===== src/pwmt_defs.svh =====
// register offsets, field positions and reset values of the channel timer
`ifndef PWMT_DEFS_SVH
`define PWMT_DEFS_SVH

`define PWMT_OFS_CTRL      8'h00
`define PWMT_OFS_PERIOD    8'h04
`define PWMT_OFS_DUTY      8'h08
`define PWMT_OFS_COUNTER   8'h0C
`define PWMT_OFS_STATUS    8'h10
`define PWMT_OFS_PRESCALE  8'h14

`define PWMT_CTRL_ENABLE   0
`define PWMT_CTRL_POLARITY 1
`define PWMT_CTRL_CENTER   2

`define PWMT_STAT_OUT      0
`define PWMT_STAT_DOWN     1
`define PWMT_STAT_RUN      2

`define PWMT_RST_BYTE      8'h00
`define PWMT_RST_WORD      32'h0000_0000
`define PWMT_CNT_ONE       8'h01

`endif


===== src/pwmt_pkg.sv =====
// types shared by the channel timer files
package pwmt_pkg;
	typedef enum logic [0:0] {
		PWMT_UP   = 1'b0,
		PWMT_DOWN = 1'b1
	} pwmt_dir_t;
endpackage


===== src/pwmt_tick_gen.sv =====
// prescaler: divides ref_clk into a one-cycle tick
`timescale 1ns/10ps
`include "pwmt_defs.svh"
module pwmt_tick_gen (
	input  wire logic       ref_clk,
	input  wire logic       resetn,
	input  wire logic [7:0] divValue,
	input  wire logic       reload,
	output logic            tick
);
	logic [7:0] divCnt_ff;
	logic       tick_ff;

	// tick every divValue+1 cycles; reload restarts the phase at once
	always_ff @(posedge ref_clk or negedge resetn) begin
		if (!resetn) begin
			divCnt_ff <= `PWMT_RST_BYTE;
		end else if (reload || divCnt_ff == `PWMT_RST_BYTE) begin
			divCnt_ff <= divValue;
		end else begin
			divCnt_ff <= divCnt_ff - `PWMT_CNT_ONE;
		end
	end

	always_ff @(posedge ref_clk or negedge resetn) begin
		if (!resetn) begin
			tick_ff <= 1'b0;
		end else begin
			tick_ff <= !reload && divCnt_ff == `PWMT_RST_BYTE;
		end
	end

	assign tick = tick_ff;
endmodule


===== src/pwmt_channel_timer.sv =====
// one pwm channel timer with a classic wishbone register slave
`timescale 1ns/10ps
`include "pwmt_defs.svh"
module pwmt_channel_timer (
	input  wire logic        ref_clk,
	input  wire logic        resetn,
	input  wire logic        wb_cyc_i,
	input  wire logic        wb_stb_i,
	input  wire logic        wb_we_i,
	input  wire logic [7:0]  wb_adr_i,
	input  wire logic [3:0]  wb_sel_i,
	input  wire logic [31:0] wb_dat_i,
	output logic      [31:0] wb_dat_o,
	output logic             wb_ack_o,
	output logic             pwmOut
);
	logic                 ack_ff;
	logic [31:0]          rdData_ff;
	logic                 channelEnable_ff;
	logic                 startPolarity_ff;
	logic                 centerAlignSelect_ff;
	logic [7:0]           prescale_ff;
	logic [7:0]           periodBuf_ff;
	logic [7:0]           dutyBuf_ff;
	logic [7:0]           periodAct_ff;
	logic [7:0]           dutyAct_ff;
	logic [7:0]           channelCounter_ff;
	pwmt_pkg::pwmt_dir_t  dir_ff;
	logic                 outQ_ff;
	logic                 run_ff;
	logic                 clrPend_ff;
	logic                 pwmOut_ff;

	logic                 busWr;
	logic                 busRd;
	logic                 lane0;
	logic [7:0]           wrByte;
	logic                 wrCtrl;
	logic                 wrPeriod;
	logic                 wrDuty;
	logic                 wrCounter;
	logic                 wrPrescale;
	logic                 disableEvt;
	logic                 tick;
	logic                 step;
	logic [7:0]           nxt_count;
	pwmt_pkg::pwmt_dir_t  nxt_dir;
	logic                 periodEnd;
	logic                 nxt_outQ;
	logic [31:0]          nxt_rdData;

	// the write takes effect on the edge where the master samples ack
	assign busWr      = ack_ff && wb_cyc_i && wb_stb_i && wb_we_i;
	assign busRd      = wb_cyc_i && wb_stb_i && !wb_we_i && !ack_ff;
	assign lane0      = wb_sel_i[0];
	assign wrByte     = wb_dat_i[7:0];

	// one strobe per writable register; writes missing lane 0 or the map are dropped
	always_comb begin
		wrCtrl     = 1'b0;
		wrPeriod   = 1'b0;
		wrDuty     = 1'b0;
		wrCounter  = 1'b0;
		wrPrescale = 1'b0;
		if (busWr && lane0) begin
			unique case (wb_adr_i)
				`PWMT_OFS_CTRL:     wrCtrl     = 1'b1;
				`PWMT_OFS_PERIOD:   wrPeriod   = 1'b1;
				`PWMT_OFS_DUTY:     wrDuty     = 1'b1;
				`PWMT_OFS_COUNTER:  wrCounter  = 1'b1;
				`PWMT_OFS_PRESCALE: wrPrescale = 1'b1;
				default:            wrCtrl     = 1'b0;
			endcase
		end
	end

	assign disableEvt = wrCtrl && channelEnable_ff
		&& !wrByte[`PWMT_CTRL_ENABLE];

	pwmt_tick_gen u_tick (
		.ref_clk  (ref_clk),
		.resetn   (resetn),
		.divValue (prescale_ff),
		.reload   (wrPrescale),
		.tick     (tick)
	);

	// one ack per request, dropped in the following cycle
	always_ff @(posedge ref_clk or negedge resetn) begin
		if (!resetn) begin
			ack_ff <= 1'b0;
		end else begin
			ack_ff <= wb_cyc_i && wb_stb_i && !ack_ff;
		end
	end

	always_comb begin
		nxt_rdData = `PWMT_RST_WORD;
		unique case (wb_adr_i)
			`PWMT_OFS_CTRL: begin
				nxt_rdData[`PWMT_CTRL_ENABLE]   = channelEnable_ff;
				nxt_rdData[`PWMT_CTRL_POLARITY] = startPolarity_ff;
				nxt_rdData[`PWMT_CTRL_CENTER]   = centerAlignSelect_ff;
			end
			`PWMT_OFS_PERIOD: nxt_rdData[7:0] = periodBuf_ff;
			`PWMT_OFS_DUTY: nxt_rdData[7:0] = dutyBuf_ff;
			`PWMT_OFS_COUNTER: nxt_rdData[7:0] = channelCounter_ff;
			`PWMT_OFS_STATUS: begin
				nxt_rdData[`PWMT_STAT_OUT]  = pwmOut_ff;
				nxt_rdData[`PWMT_STAT_DOWN] = dir_ff == pwmt_pkg::PWMT_DOWN;
				nxt_rdData[`PWMT_STAT_RUN]  = run_ff;
			end
			`PWMT_OFS_PRESCALE: nxt_rdData[7:0] = prescale_ff;
			default: nxt_rdData = `PWMT_RST_WORD;
		endcase
	end

	always_ff @(posedge ref_clk or negedge resetn) begin
		if (!resetn) begin
			rdData_ff <= `PWMT_RST_WORD;
		end else if (busRd) begin
			rdData_ff <= nxt_rdData;
		end
	end

	// mode bits; changing alignment while running is left to software
	always_ff @(posedge ref_clk or negedge resetn) begin
		if (!resetn) begin
			channelEnable_ff     <= 1'b0;
			startPolarity_ff     <= 1'b0;
			centerAlignSelect_ff <= 1'b0;
		end else if (wrCtrl) begin
			channelEnable_ff     <= wrByte[`PWMT_CTRL_ENABLE];
			startPolarity_ff     <= wrByte[`PWMT_CTRL_POLARITY];
			centerAlignSelect_ff <= wrByte[`PWMT_CTRL_CENTER];
		end
	end

	always_ff @(posedge ref_clk or negedge resetn) begin
		if (!resetn) begin
			prescale_ff <= `PWMT_RST_BYTE;
		end else if (wrPrescale) begin
			prescale_ff <= wrByte;
		end
	end

	// enable is only seen at a tick edge so the first cycle is whole
	always_ff @(posedge ref_clk or negedge resetn) begin
		if (!resetn) begin
			run_ff <= 1'b0;
		end else if (!channelEnable_ff) begin
			run_ff <= 1'b0;
		end else if (tick) begin
			run_ff <= 1'b1;
		end
	end

	// run_ff falls one edge late; the enable gate stops that extra step
	assign step = tick && run_ff && channelEnable_ff;

	// next count, direction and period end for one tick
	always_comb begin
		nxt_count = channelCounter_ff + `PWMT_CNT_ONE;
		nxt_dir   = dir_ff;
		periodEnd = 1'b0;
		if (periodAct_ff == `PWMT_RST_BYTE) begin
			nxt_count = `PWMT_RST_BYTE;
			periodEnd = 1'b1;
		end else if (!centerAlignSelect_ff) begin
			nxt_dir = pwmt_pkg::PWMT_UP;
			if (nxt_count >= periodAct_ff) begin
				nxt_count = `PWMT_RST_BYTE;
				periodEnd = 1'b1;
			end
		end else if (dir_ff == pwmt_pkg::PWMT_UP) begin
			if (channelCounter_ff >= periodAct_ff) begin
				nxt_count = channelCounter_ff - `PWMT_CNT_ONE;
				nxt_dir   = pwmt_pkg::PWMT_DOWN;
			end
		end else begin
			nxt_count = channelCounter_ff - `PWMT_CNT_ONE;
			if (nxt_count == `PWMT_RST_BYTE) begin
				nxt_dir   = pwmt_pkg::PWMT_UP;
				periodEnd = 1'b1;
			end
		end
	end

	// toggle on duty match; a new period starts from the cleared state
	always_comb begin
		nxt_outQ = periodEnd ? 1'b0 : outQ_ff;
		if (nxt_count == (periodEnd ? dutyBuf_ff : dutyAct_ff)) begin
			nxt_outQ = !nxt_outQ;
		end
	end

	always_ff @(posedge ref_clk or negedge resetn) begin
		if (!resetn) begin
			channelCounter_ff <= `PWMT_RST_BYTE;
		end else if (wrCounter) begin
			channelCounter_ff <= `PWMT_RST_BYTE;
		end else if (step) begin
			channelCounter_ff <= nxt_count;
		end else if (tick && clrPend_ff) begin
			channelCounter_ff <= `PWMT_RST_BYTE;
		end
	end

	always_ff @(posedge ref_clk or negedge resetn) begin
		if (!resetn) begin
			clrPend_ff <= 1'b0;
		end else if (wrPeriod && !channelEnable_ff
			&& wrByte == `PWMT_RST_BYTE) begin
			clrPend_ff <= 1'b1;
		end else if (tick || wrCounter || channelEnable_ff) begin
			clrPend_ff <= 1'b0;
		end
	end

	always_ff @(posedge ref_clk or negedge resetn) begin
		if (!resetn) begin
			dir_ff <= pwmt_pkg::PWMT_UP;
		end else if (wrCounter) begin
			dir_ff <= pwmt_pkg::PWMT_UP;
		end else if (step) begin
			dir_ff <= nxt_dir;
		end
	end

	always_ff @(posedge ref_clk or negedge resetn) begin
		if (!resetn) begin
			periodBuf_ff <= `PWMT_RST_BYTE;
			dutyBuf_ff   <= `PWMT_RST_BYTE;
		end else begin
			if (wrPeriod) begin
				periodBuf_ff <= wrByte;
			end
			if (wrDuty) begin
				dutyBuf_ff <= wrByte;
			end
		end
	end

	// active latches: direct while disabled, else only at a load point
	always_ff @(posedge ref_clk or negedge resetn) begin
		if (!resetn) begin
			periodAct_ff <= `PWMT_RST_BYTE;
			dutyAct_ff   <= `PWMT_RST_BYTE;
		end else if (wrCounter || disableEvt || (step && periodEnd)) begin
			periodAct_ff <= periodBuf_ff;
			dutyAct_ff   <= dutyBuf_ff;
		end else if (!channelEnable_ff) begin
			if (wrPeriod) begin
				periodAct_ff <= wrByte;
			end
			if (wrDuty) begin
				dutyAct_ff <= wrByte;
			end
		end
	end

	always_ff @(posedge ref_clk or negedge resetn) begin
		if (!resetn) begin
			outQ_ff <= 1'b0;
		end else if (wrCounter) begin
			outQ_ff <= dutyBuf_ff == `PWMT_RST_BYTE;
		end else if (step) begin
			outQ_ff <= nxt_outQ;
		end
	end

	// polarity picks q or its inverse, so duty is high or low time
	always_ff @(posedge ref_clk or negedge resetn) begin
		if (!resetn) begin
			pwmOut_ff <= 1'b0;
		end else begin
			pwmOut_ff <= outQ_ff ^ startPolarity_ff;
		end
	end

	assign wb_ack_o = ack_ff;
	assign wb_dat_o = rdData_ff;
	assign pwmOut   = pwmOut_ff;
endmodule


===== config.mk =====
export PLATFORM = sky130hd
export DESIGN_NAME = pwmt_channel_timer
export DESIGN_NICKNAME = d
export VERILOG_FILES = /design/src/pwmt_pkg.sv /design/src/pwmt_tick_gen.sv /design/src/pwmt_channel_timer.sv
export VERILOG_INCLUDE_DIRS = /design/src
export SDC_FILE = /design/constraint.sdc
export NUM_CORES = 1
export LEC_CHECK = 0
export BUFFER_PORTS_ARGS = -buffer_cell sky130_fd_sc_hd__clkbuf_2
export CAP_MARGIN = 20
export CORE_MARGIN = 2
export CORE_UTILIZATION = 30
export DETAILED_ROUTE_END_ITERATION = 8
export PLACE_DENSITY = 0.59
export SYNTH_ARGS = -nofsm -noshare
export SYNTH_HDL_FRONTEND = slang
export SYNTH_SLANG_ARGS = --single-unit

===== constraint.sdc =====
create_clock -name ref_clk -period 8.05 [get_ports ref_clk]
set_input_delay 2.415 -clock ref_clk [delete_from_list [all_inputs] [get_ports ref_clk]]
set_output_delay 2.415 -clock ref_clk [all_outputs]
set_load 0.05 [all_outputs]

==> reports/metrics.cfg, run 1 <==
[run_status]
status = completed

[global_routing]
met2_usage_pct = 23.2
grt_usage_pct = 14.9
grt_util_met3_pct = 2.91
globalRouteMet1Util_pct = 21.0
busiest_layer = met2
grt_max_degree = 75
overflow = 0
grt_pass1_vias = 3735
antenna_found_initial = 0
grt_pass1_wl_um = 19600

[final_layout]
drive_gt1_share_pct = 17.2
n_fill_cell = 1600
seqCellArea_um2 = 1850
layout_commonest_cell = dfrtp_1
diodes = 0
multi_input_area_um2 = 2680
layout_common_cells = dfrtp_1 (74), nand2_1 (58), o21ai_0 (47)
area_delta_synth_final_pct = 11.6
nets = 590

[clock_tree]
post_cts_resized = 0
cts_buffers = 9
cts_tree = yes
postCtsSetupBuffers = 0
worstSkewPairLatency_ps = 330
root_buffer = clkbuf_16
postCtsHoldBufs = 0
htreeDepth = 3
clockBufferDepth = 2
clock-sinks = 74
clkTransAtPathRegs_ps = 60

[synth]
netlist_area_um2 = 4780
synth_seq_area_share_pct = 38.7
post_synth_num_cell_types = 58
post_synth.cell_area_avg_um2 = 9.54
synthCells = 501
synthFlopType = dfrtp_1
yosys_warnings = 0
async_flop_share_pct = 100
synth-seq-cells = 74
synth-edff-count = 0

[critical_path]
cp_slowest_stage_delay_ps = 940
required_ps = 8220
r2r_start = channelCounter_ff[0]
worstPathMaxFanout = 10
end_kind = register
crit_slowest_cell = nor2b_1
path_cells = clkbuf_2 > nor4_1 > and3b_1 > and2_1 > nor2b_1 > nor2b_1 > mux2i_1 > o21ai_0
startpoint_type = primary input
crit_arrival_ps = 5600
cp_common_cell = nor2b_1
crit_type = in -> reg
critPathLaunch = wb_adr_i[5]

[hold_path]
hp-class = reg -> reg
hp-start = wb_ack_o

[routing]
wl_um = 12300
drt_first_pass_iters = 6
vias = 3839
viasPerCell = 5.19
wl_per_cell_um = 16.6
drc = 0
final_antenna_net_count = 0
drt_iter0_markers = 359

[pwr]
clock_power_share_pct = 44.9
powerDensity_nw_per_um2 = 177
swShare_pct = 25.3
p_int_uw = 706
finalPower_uw = 945
p_seq_share_pct = 43.7
peakVddDrop_mv = 0.136
leakagePower_nw = 2.35
comb_power_share_pct = 11.3
p_sw_uw = 239

[place]
dp_hpwl_um = 9190
port-buffer-count = 31
gp_congestion = 0.884

[sta]
slew-limit-headroom_pct = 27.1
rsz0062_at_grt = false
hold_violations = 0
min_period_ps = 5420
setup_viol = 0
slew_violations = 0
period_share_pct = 67.4
skew_ps = 5.22
fin_tns_setup_ps = 0
clock.fmax_ghz = 0.184
timing.hold.ws_ps = 469
worst_pin_slew_ps = 1090

[die]
ios = 83
die_w_um = 130
dieArea_um2 = 17000
initial_core_util_pct = 30.4
core_um2 = 15700
rows = 46
die_h_um = 130

[job]
cap_viol_max_count = 0

## layer usage
layer / part of all wire, % / wire length (um)
met5: 0 / 0
met1: 47 / 5750
met4: 1.5 / 190
met3: 5.3 / 651
met2: 46 / 5700
## path summary, 6_finish.rpt
check,to,slack (ps),cells past startpoint
setup / recovery,dutyAct_ff[2],2630,8
setup reg to reg,outQ_ff,3680,15
max in group asynchronous,channelCounter_ff[7],5230,1
hold / removal,wb_ack_o,470,1
min in group asynchronous,dutyAct_ff[6],2230,1
hold reg to reg,wb_ack_o,470,1
## kinds of logic (layout without fill, tap and decap cells)
kind of cell	after synthesis	in the layout	share of synthesized area, %
muxes	56	56	12.6
other	1	24	0.0784
AOI/OAI and AO/OA	111	111	15.9
and+or+nand+nor	155	155	16.3
adders and majority gates	21	21	5.50
DFF	74	74	38.7
buffers and inverters	62	62	7.12
xor gates and xnor gates	21	21	3.85
## flip-flops by register name, summed over array words and instances (netlist names), 8 cells and up
register and cells:
dutyBuf_ff 8, channelCounter_ff 8, dutyAct_ff 8, periodAct_ff 8
u_tick.divCnt_ff 8, periodBuf_ff 8, prescale_ff 8, wb_dat_o 8
## cell usage after synthesis, types with 8 or more instances
cell type  number  area, um^2
dfrtp_1        74        1850
nand2_1        58         218
o21ai_0        48         240
mux2_2         32         360
buf_4          25         188
mux2i_1        24         240
ha_1           21         263
nor2_1         19        71.3
clkbuf_1       15        56.3
inv_1          15        56.3
a21oi_1        12        60.1
nand3_1        12        60.1
xnor2_1        12         105
nor4_1         11        68.8
nor3_1         10        50.1
xor2_1          9        78.8
a222oi_1        8        80.1
## layout make-up
class                           count  share of cell area (%)
Clock buffer                       10                    4.48
Tap cell                          216                    5.06
Inverter                           15                    1.06
Multi-Input combinational cell    388                    50.1
Clock inverter                      5                    1.48
Timing Repair Buffer               32                    3.09
Sequential cell                    74                    34.7
## metrics by stage
stage	std cells	utilization (%)	setup slack [ps]	instance area, um^2
after global placement	725	31.9	2460	5020
after CTS	740	34.0	2710	5340
after global routing	740	34.0	2360	5340
after detailed placement	725	31.9	2380	5020
final	740	34.0	2630	5340
after floorplan	524	-	3430	4870
## worst max-delay path, delay by kind of cell
family / cells / cell delay, ps
and+or+nand+nor: 5 / 2700
muxes: 1 / 280
AOI/OAI and AO/OA: 1 / 100
buffers and inverters: 1 / 90
## power groups by stage
stage          Sequential (mW)  Combinational [mW]  Clock [mW]
6_report                 0.413               0.107       0.424
2_1_floorplan            0.416              0.0862           0
3_5_place_dp             0.419               0.109           0
3_3_place_gp             0.418               0.104           0
4_1_cts                  0.413               0.108       0.430
5_1_grt                  0.416               0.122       0.447
(Power assumes the default switching activity.)
==> inputs of run 2 (changes only) <==
--- a/config.mk
+++ b/config.mk
@@ -6,12 +6,13 @@
 export SDC_FILE = /design/constraint.sdc
 export NUM_CORES = 1
 export LEC_CHECK = 0
+export ABC_AREA = 1
 export BUFFER_PORTS_ARGS = -buffer_cell sky130_fd_sc_hd__clkbuf_2
 export CAP_MARGIN = 20
 export CORE_MARGIN = 2
 export CORE_UTILIZATION = 30
 export DETAILED_ROUTE_END_ITERATION = 8
-export PLACE_DENSITY = 0.59
+export PLACE_DENSITY = 0.61
 export SYNTH_ARGS = -nofsm -noshare
 export SYNTH_HDL_FRONTEND = slang
 export SYNTH_SLANG_ARGS = --single-unit
==> constraint.sdc (replaced) <==
create_clock -name ref_clk -period 4.71 [get_ports ref_clk]
set_input_delay 1.413 -clock ref_clk [delete_from_list [all_inputs] [get_ports ref_clk]]
set_output_delay 1.413 -clock ref_clk [all_outputs]
set_load 0.05 [all_outputs]
==> run 2 against run 1 <==
Sequential share of layout area shrank 1.0 points. Register-to-register slack lost 3000 ps. Hold slack gained 12 ps. Clock skew is essentially flat. Clock-buffer cell count shrank 1. Critical endpoint is now dutyAct_ff[0].
==> reports/metrics.cfg, run 2 <==
[critical_path]
r2r_start = channelCounter_ff[1]
worstPathMaxFanout = 18  ; +8
critPathLaunch = channelCounter_ff[1]
path_cells = ha_1 > nand3_1 > nor2_1 > nand2_1 > xor2_1 > inv_1 > ha_1 > nand2_1 > nor2_1 > nor2_1 > nand3_1 > nand2_1 > nand3_2 > nand2_1 > nand2_4 > inv_2 > nand2_8 > a22oi_1 > o21ai_0
startpoint_type = register
cp.depth = 19  ; +11
path_buf_inv = 2  ; +1
cp_common_cell = nand2_1
crit_arrival_ps = 4230  ; -1370 ps
crit_slowest_cell = dfrtp_1
required_ps = 4910  ; -3310 ps
end_kind = register
reg2reg_depth = 19  ; +4
critical_path.top_delay_family = simple AND/OR/NAND/NOR gates
crit_type = reg -> reg
cp_slowest_stage_delay_ps = 530  ; -410 ps

[final_layout]
post-route-cell-area_um2 = 5500  ; +3.0%
layout_common_cells = nand2_1 (164), inv_1 (95), dfrtp_1 (74)
instances_no_fill = 905  ; +22%
nets = 754  ; +28%
drive_gt1_share_pct = 11.9  ; -5.3 points
area_delta_synth_final_pct = 11.3
n_fill_cell = 1738  ; +8.6%
final_util_pct = 34.4  ; +0.41 points
diodes = 0  ; unchanged
layout_commonest_cell = nand2_1

[sta]
skew_ps = 5.48  ; +0.256 ps
slew_violations = 0  ; unchanged
period_share_pct = 85.6
worst_pin_slew_ps = 957  ; -135 ps
setup_viol = 0  ; unchanged
clock.fmax_ghz = 0.248
hold_violations = 0  ; unchanged
fin_tns_setup_ps = 0  ; unchanged
slew-limit-headroom_pct = 36.2  ; +9.1 points
rsz0062_at_grt = false
min_period_ps = 4030

[global_routing]
grt_usage_pct = 15.8  ; +0.91 points
grt_max_degree = 75  ; unchanged
antenna_found_initial = 0  ; unchanged
grt_pass1_vias = 3942  ; +5.5%
grt_pass1_wl_um = 21600  ; +10%
overflow = 0  ; unchanged

[pwr]
powerDensity_nw_per_um2 = 294  ; +66%
peakVddDrop_mv = 0.166  ; +22%
finalPower_mw = 1.62  ; +71%
leakagePower_nw = 2.73  ; +16%

[hold_path]
hp-start = u_tick.divCnt_ff[0]
hp-class = reg -> reg
holdPathStages = 1  ; unchanged

[clock_tree]
postCtsHoldBufs = 0  ; unchanged
clock-sinks = 74  ; unchanged
post_cts_resized = 0  ; unchanged
htreeDepth = 3  ; unchanged
worstSkewPairLatency_ps = 340  ; about the same
clkTransAtPathRegs_ps = 60  ; about the same
cts_buffers = 9  ; unchanged
clockBufferDepth = 2  ; unchanged
postCtsSetupBuffers = 0  ; unchanged
cts_tree = yes
root_buffer = clkbuf_16

[synth]
synthFlopType = dfrtp_1
synth_top_area_share_pct = 37.5  ; -1.3 points
post_synth_num_cell_types = 46  ; -21%
synth_seq_area_share_pct = 37.5  ; -1.3 points
synth_area_leaders = dfrtp_1 (37%), nand2_1 (12%), inv_1 (7.2%)
netlist_area_um2 = 4940  ; +3.4%
synth-seq-cells = 74  ; unchanged
ys_top_cells_by_count = nand2_1 (164), inv_1 (95), dfrtp_1 (74)
async_flop_share_pct = 100  ; unchanged
synthCells = 657  ; +31%
synth_top_area_cell = dfrtp_1
post_synth.cell_area_avg_um2 = 7.52  ; -21%
synth-edff-count = 0  ; unchanged
yosysMostFrequentCell = nand2_1
yosys_warnings = 0  ; unchanged

[routing]
wl_um = 13600  ; +11%
wl_per_cell_um = 15.1  ; -9.3%
drc = 0  ; unchanged
vias = 4351  ; +13%
drt_iter0_markers = 375  ; +4.5%
final_antenna_net_count = 0  ; unchanged
viasPerCell = 4.81  ; -7.3%
drt_first_pass_iters = 5  ; -1

[die]
core_um2 = 16000  ; +1.8%
die_h_um = 132  ; +1.6%
initial_core_util_pct = 30.9  ; +0.46 points
ios = 83  ; unchanged
rows = 46  ; unchanged
die_w_um = 132  ; +1.6%
dieArea_um2 = 17500  ; +3.3%

[place]
gp_congestion = 0.899  ; +1.7%
port-buffer-count = 31  ; unchanged
dp_hpwl_um = 10400  ; +13%
place_area_um2 = 5190  ; +3.5%
place_inst = 889  ; +23%

[job]
cap_viol_max_count = 0  ; unchanged

[run_status]
status = completed

[run 2: cell count changes after synthesis, moves of 8 or more]
cell      before  now
inv_2          0   11
o22ai_1        0   15
inv_1         15   95
nor2_1        19   50
mux2_2        32    0
mux2i_1       24    0
nand3_1       12   38
a222oi_1       8    0
nand2_1       58  164
nor4_1        11    3
xnor2_1       12    4
clkbuf_1      15    5
nand4_1        4   20
[run 2: worst paths after layout]
check                                 endpoint  slack, ps
setup / recovery                 dutyAct_ff[0]        680
hold / removal             u_tick.divCnt_ff[0]        480
setup reg to reg                 dutyAct_ff[0]        680
hold reg to reg            u_tick.divCnt_ff[0]        480
max in group asynchronous  u_tick.divCnt_ff[4]       2870
min in group asynchronous          u_tick.tick       1230
[run 2: cell type report]
| class | count | area [um^2] | share of cell area (%) |
|---|---|---|---|
| clock buffer | 9 | 225 | 4.10 |
| clock inverter | 7 | 81.3 | 1.48 |
| inverter | 107 | 402 | 7.30 |
| multi-input combinational | 461 | 2510 | 45.7 |
| sequential | 74 | 1850 | 33.7 |
| tap | 216 | 270 | 4.91 |
| timing repair buffer | 31 | 158 | 2.87 |
[run 2: routing by layer]
metal / track usage, % / wire length, um / vias to the layer above
li1: - / - / 2155
met1: 23.4 / 6620 / 2022
met2: 23.7 / 6000 / 159
met3: 2.92 / 851 / 15
met4: 3.41 / 160 / 0
met5: 0 / 0 / -
[run 2: cells by family (layout without fill, tap and decap cells)]
family	count (synthesis)	count (layout)	synth area share, %
AOI/OAI and AO/OA	98	98	12.3
xor gates and xnor gates	13	13	2.30
adders and majority gates	21	21	5.32
buffers and inverters	145	154	13.5
DFF	74	74	37.5
other	1	24	0.0759
and+or+nand+nor	305	305	29.0
[run 2: metrics by stage]
step | setup slack (ps) | hold slack [ps]
floorplan | 1660 | 440
global placement | 808 | 461
detailed placement | 750 | 473
CTS | 734 | 488
global route | 414 | 513
finish | 677 | 481
[run 2: power breakdown]
group / switching (mW) / internal [mW] / leakage [nW]
sequential: 0.0254 / 0.664 / 0.871
clock: 0.299 / 0.419 / 0.147
combinational: 0.154 / 0.0547 / 1.71
==> inputs of run 3 (changes only) <==
--- a/config.mk
+++ b/config.mk
@@ -12,7 +12,7 @@
 export CORE_MARGIN = 2
 export CORE_UTILIZATION = 30
 export DETAILED_ROUTE_END_ITERATION = 8
-export PLACE_DENSITY = 0.61
+export PLACE_DENSITY = 0.59
 export SYNTH_ARGS = -nofsm -noshare
 export SYNTH_HDL_FRONTEND = slang
 export SYNTH_SLANG_ARGS = --single-unit
==> constraint.sdc (replaced) <==
create_clock -name ref_clk -period 4 [get_ports ref_clk]
set_input_delay 1.2 -clock ref_clk [delete_from_list [all_inputs] [get_ports ref_clk]]
set_output_delay 1.2 -clock ref_clk [all_outputs]
set_load 0.05 [all_outputs]
==> run 3 against run 2 <==
Clock power is 18% higher. Worst setup slack lost 150 ps. Total power is 18% higher. Non-clock buffer count increased by 7.
==> reports/metrics.cfg, run 3 (synthesis results as in run 2) <==
[clock_tree]
root_buffer = clkbuf_16
postCtsHoldBufs = 0  ; unchanged
clockBufferDepth = 2  ; unchanged
clock-sinks = 74  ; unchanged
cts_buffers = 9  ; unchanged
worstSkewPairLatency_ps = 350  ; about the same
clkTransAtPathRegs_ps = 60  ; about the same
post_cts_resized = 0  ; unchanged
postCtsSetupBuffers = 0  ; unchanged
cts_tree = yes
htreeDepth = 3  ; unchanged

[sta]
fin_ws_ps = 528  ; -149 ps
slew_violations = 0  ; unchanged
skew_ps = 12.5  ; +7.04 ps
setup_viol = 0  ; unchanged
clock.fmax_ghz = 0.288  ; +16%
min_period_ps = 3470  ; -561 ps
hold_violations = 0  ; unchanged
timing.hold.ws_ps = 473  ; -7.87 ps
worst_pin_slew_ps = 948  ; -8.93 ps
rsz0062_at_grt = false
period_share_pct = 86.8  ; +1.2 points
fin_tns_setup_ps = 0  ; unchanged
slew-limit-headroom_pct = 36.8  ; +0.60 points

[final_layout]
layout_common_cells = nand2_1 (164), inv_1 (95), dfrtp_1 (74)
diodes = 0  ; unchanged
multi_input_area_um2 = 2510  ; unchanged
drive_gt1_share_pct = 12.8  ; +0.89 points
nets = 761  ; +0.93%
instances_no_fill = 912  ; +0.77%
layout_commonest_cell = nand2_1
seqCellArea_um2 = 1850  ; unchanged
n_fill_cell = 1729  ; -0.52%
area_delta_synth_final_pct = 12.4

[routing]
viasPerCell = 4.76  ; -1.1%
wl_um = 13400  ; -1.4%
wl_per_cell_um = 14.7  ; -2.2%
final_antenna_net_count = 0  ; unchanged
drt_iter0_markers = 386  ; +2.9%
drt_first_pass_iters = 6  ; +1
drc = 0  ; unchanged
vias = 4337  ; -0.32%

[place]
gp_congestion = 0.879  ; -2.2%
dp_hpwl_um = 10500  ; +1.2%
port-buffer-count = 31  ; unchanged
place_inst = 896  ; +0.79%
place_worst_setup_slack_ps = 548  ; -202 ps

[pwr]
swShare_pct = 28.9  ; -0.69 points
comb_power_share_pct = 12.9  ; about the same
peakVddDrop_mv = 0.193  ; +16%
p_int_mw = 1.36  ; +19%
p_sw_uw = 552  ; +15%
p_seq_share_pct = 42.6  ; about the same
clock_power_share_pct = 44.5  ; about the same
leakagePower_nw = 2.77  ; +1.3%
powerDensity_nw_per_um2 = 343  ; +17%

[global_routing]
grt_pass1_wl_um = 21500  ; -0.57%
grt_max_degree = 75  ; unchanged
grt_pass1_vias = 4017  ; +1.9%
grt_usage_pct = 15.7  ; -0.036 points
antenna_found_initial = 0  ; unchanged
overflow = 0  ; unchanged

[run_status]
status = completed

[critical_path]
crit_arrival_ps = 3700  ; -530 ps
crit_type = reg -> reg
r2r_setup_slack_ps = 530  ; -150 ps
startpoint_type = register
cp_common_cell = nand3_1
end_kind = register
path_cells = nand3_1 > nor2_1 > nand4_1 > xor2_1 > inv_1 > ha_1 > a21o_1 > nor2_1 > nand3_1 > a21oi_2 > nand2_1 > nor2_1 > nand3_1 > nand2_1 > nand2_1 > nor2_1 > nand3_1 > nand3_1 > nand2_1
cp_slowest_stage_delay_ps = 530  ; about the same
worstPathMaxFanout = 10  ; -8
required_ps = 4230  ; -680 ps
crit_slowest_cell = dfrtp_1

[die]
die_w_um = 132  ; unchanged
dieArea_um2 = 17500  ; unchanged
rows = 46  ; unchanged
core_um2 = 16000  ; unchanged
initial_core_util_pct = 30.9  ; unchanged
die_h_um = 132  ; unchanged
ios = 83  ; unchanged

[hold_path]
hp-class = reg -> reg

[job]
cap_viol_max_count = 0  ; unchanged

## run 3: cell types whose count changed in the layout (fill, tap and decap cells not counted)
cell / change
buf_4: +7
inv_6: -2
clkbuf_8: +1
clkinv_4: +1
## run 3: power by group through the flow
| stage | sequential [mW] | combinational [mW] | clock [mW] |
|---|---|---|---|
| after floorplan | 0.837 | 0.183 | 0 |
| after global placement | 0.826 | 0.245 | 0 |
| after detailed placement | 0.827 | 0.247 | 0 |
| after CTS | 0.813 | 0.248 | 0.860 |
| after global routing | 0.818 | 0.275 | 0.888 |
| final | 0.813 | 0.247 | 0.849 |
## run 3: routing by layer
| metal | global-route usage [%] | wire, um | part of all wire (%) |
|---|---|---|---|
| met5 | 0 | 0 | 0 |
| met4 | 4.84 | 244 | 1.8 |
| met3 | 2.96 | 905 | 6.7 |
| met2 | 24.3 | 5920 | 44 |
| met1 | 22.3 | 6370 | 47 |
## run 3: critical path, delay by kind of cell, from the launching register on
family | cells | cell delay (ps)
compound gates | 2 | 610
xor+xnor | 1 | 200
fa+ha+maj | 1 | 290
buf+inv | 1 | 80
flops | 1 | 530
simple gates | 14 | 1630
## run 3: path summary, 6_finish.rpt
kind / from / endpoint / cells after the start
setup / recovery: channelCounter_ff[2] / outQ_ff / 19
hold / removal: u_tick.divCnt_ff[0] / u_tick.divCnt_ff[0] / 1
max in group asynchronous: resetn / dutyBuf_ff[6] / 1
hold reg to reg: u_tick.divCnt_ff[0] / u_tick.divCnt_ff[0] / 1
min in group asynchronous: resetn / pwmOut / 1
setup reg to reg: channelCounter_ff[2] / outQ_ff / 19
## run 3: through the flow
step / utilization, % / total power [mW] / instance area (um^2)
after floorplan: - / 1.02 / 5030
after global placement: 32.8 / 1.07 / 5250
after detailed placement: 32.8 / 1.07 / 5250
after CTS: 34.7 / 1.92 / 5560
after global routing: 34.7 / 1.98 / 5560
final: 34.7 / 1.91 / 5560
## run 3: final cells by class
type | instances | area share [%]
Clock inverter | 6 | 1.31
Sequential cell | 74 | 33.3
Inverter | 107 | 7.23
Timing Repair Buffer | 38 | 3.78
Clock buffer | 10 | 4.30
Multi-Input combinational cell | 461 | 45.2
Tap cell | 216 | 4.86
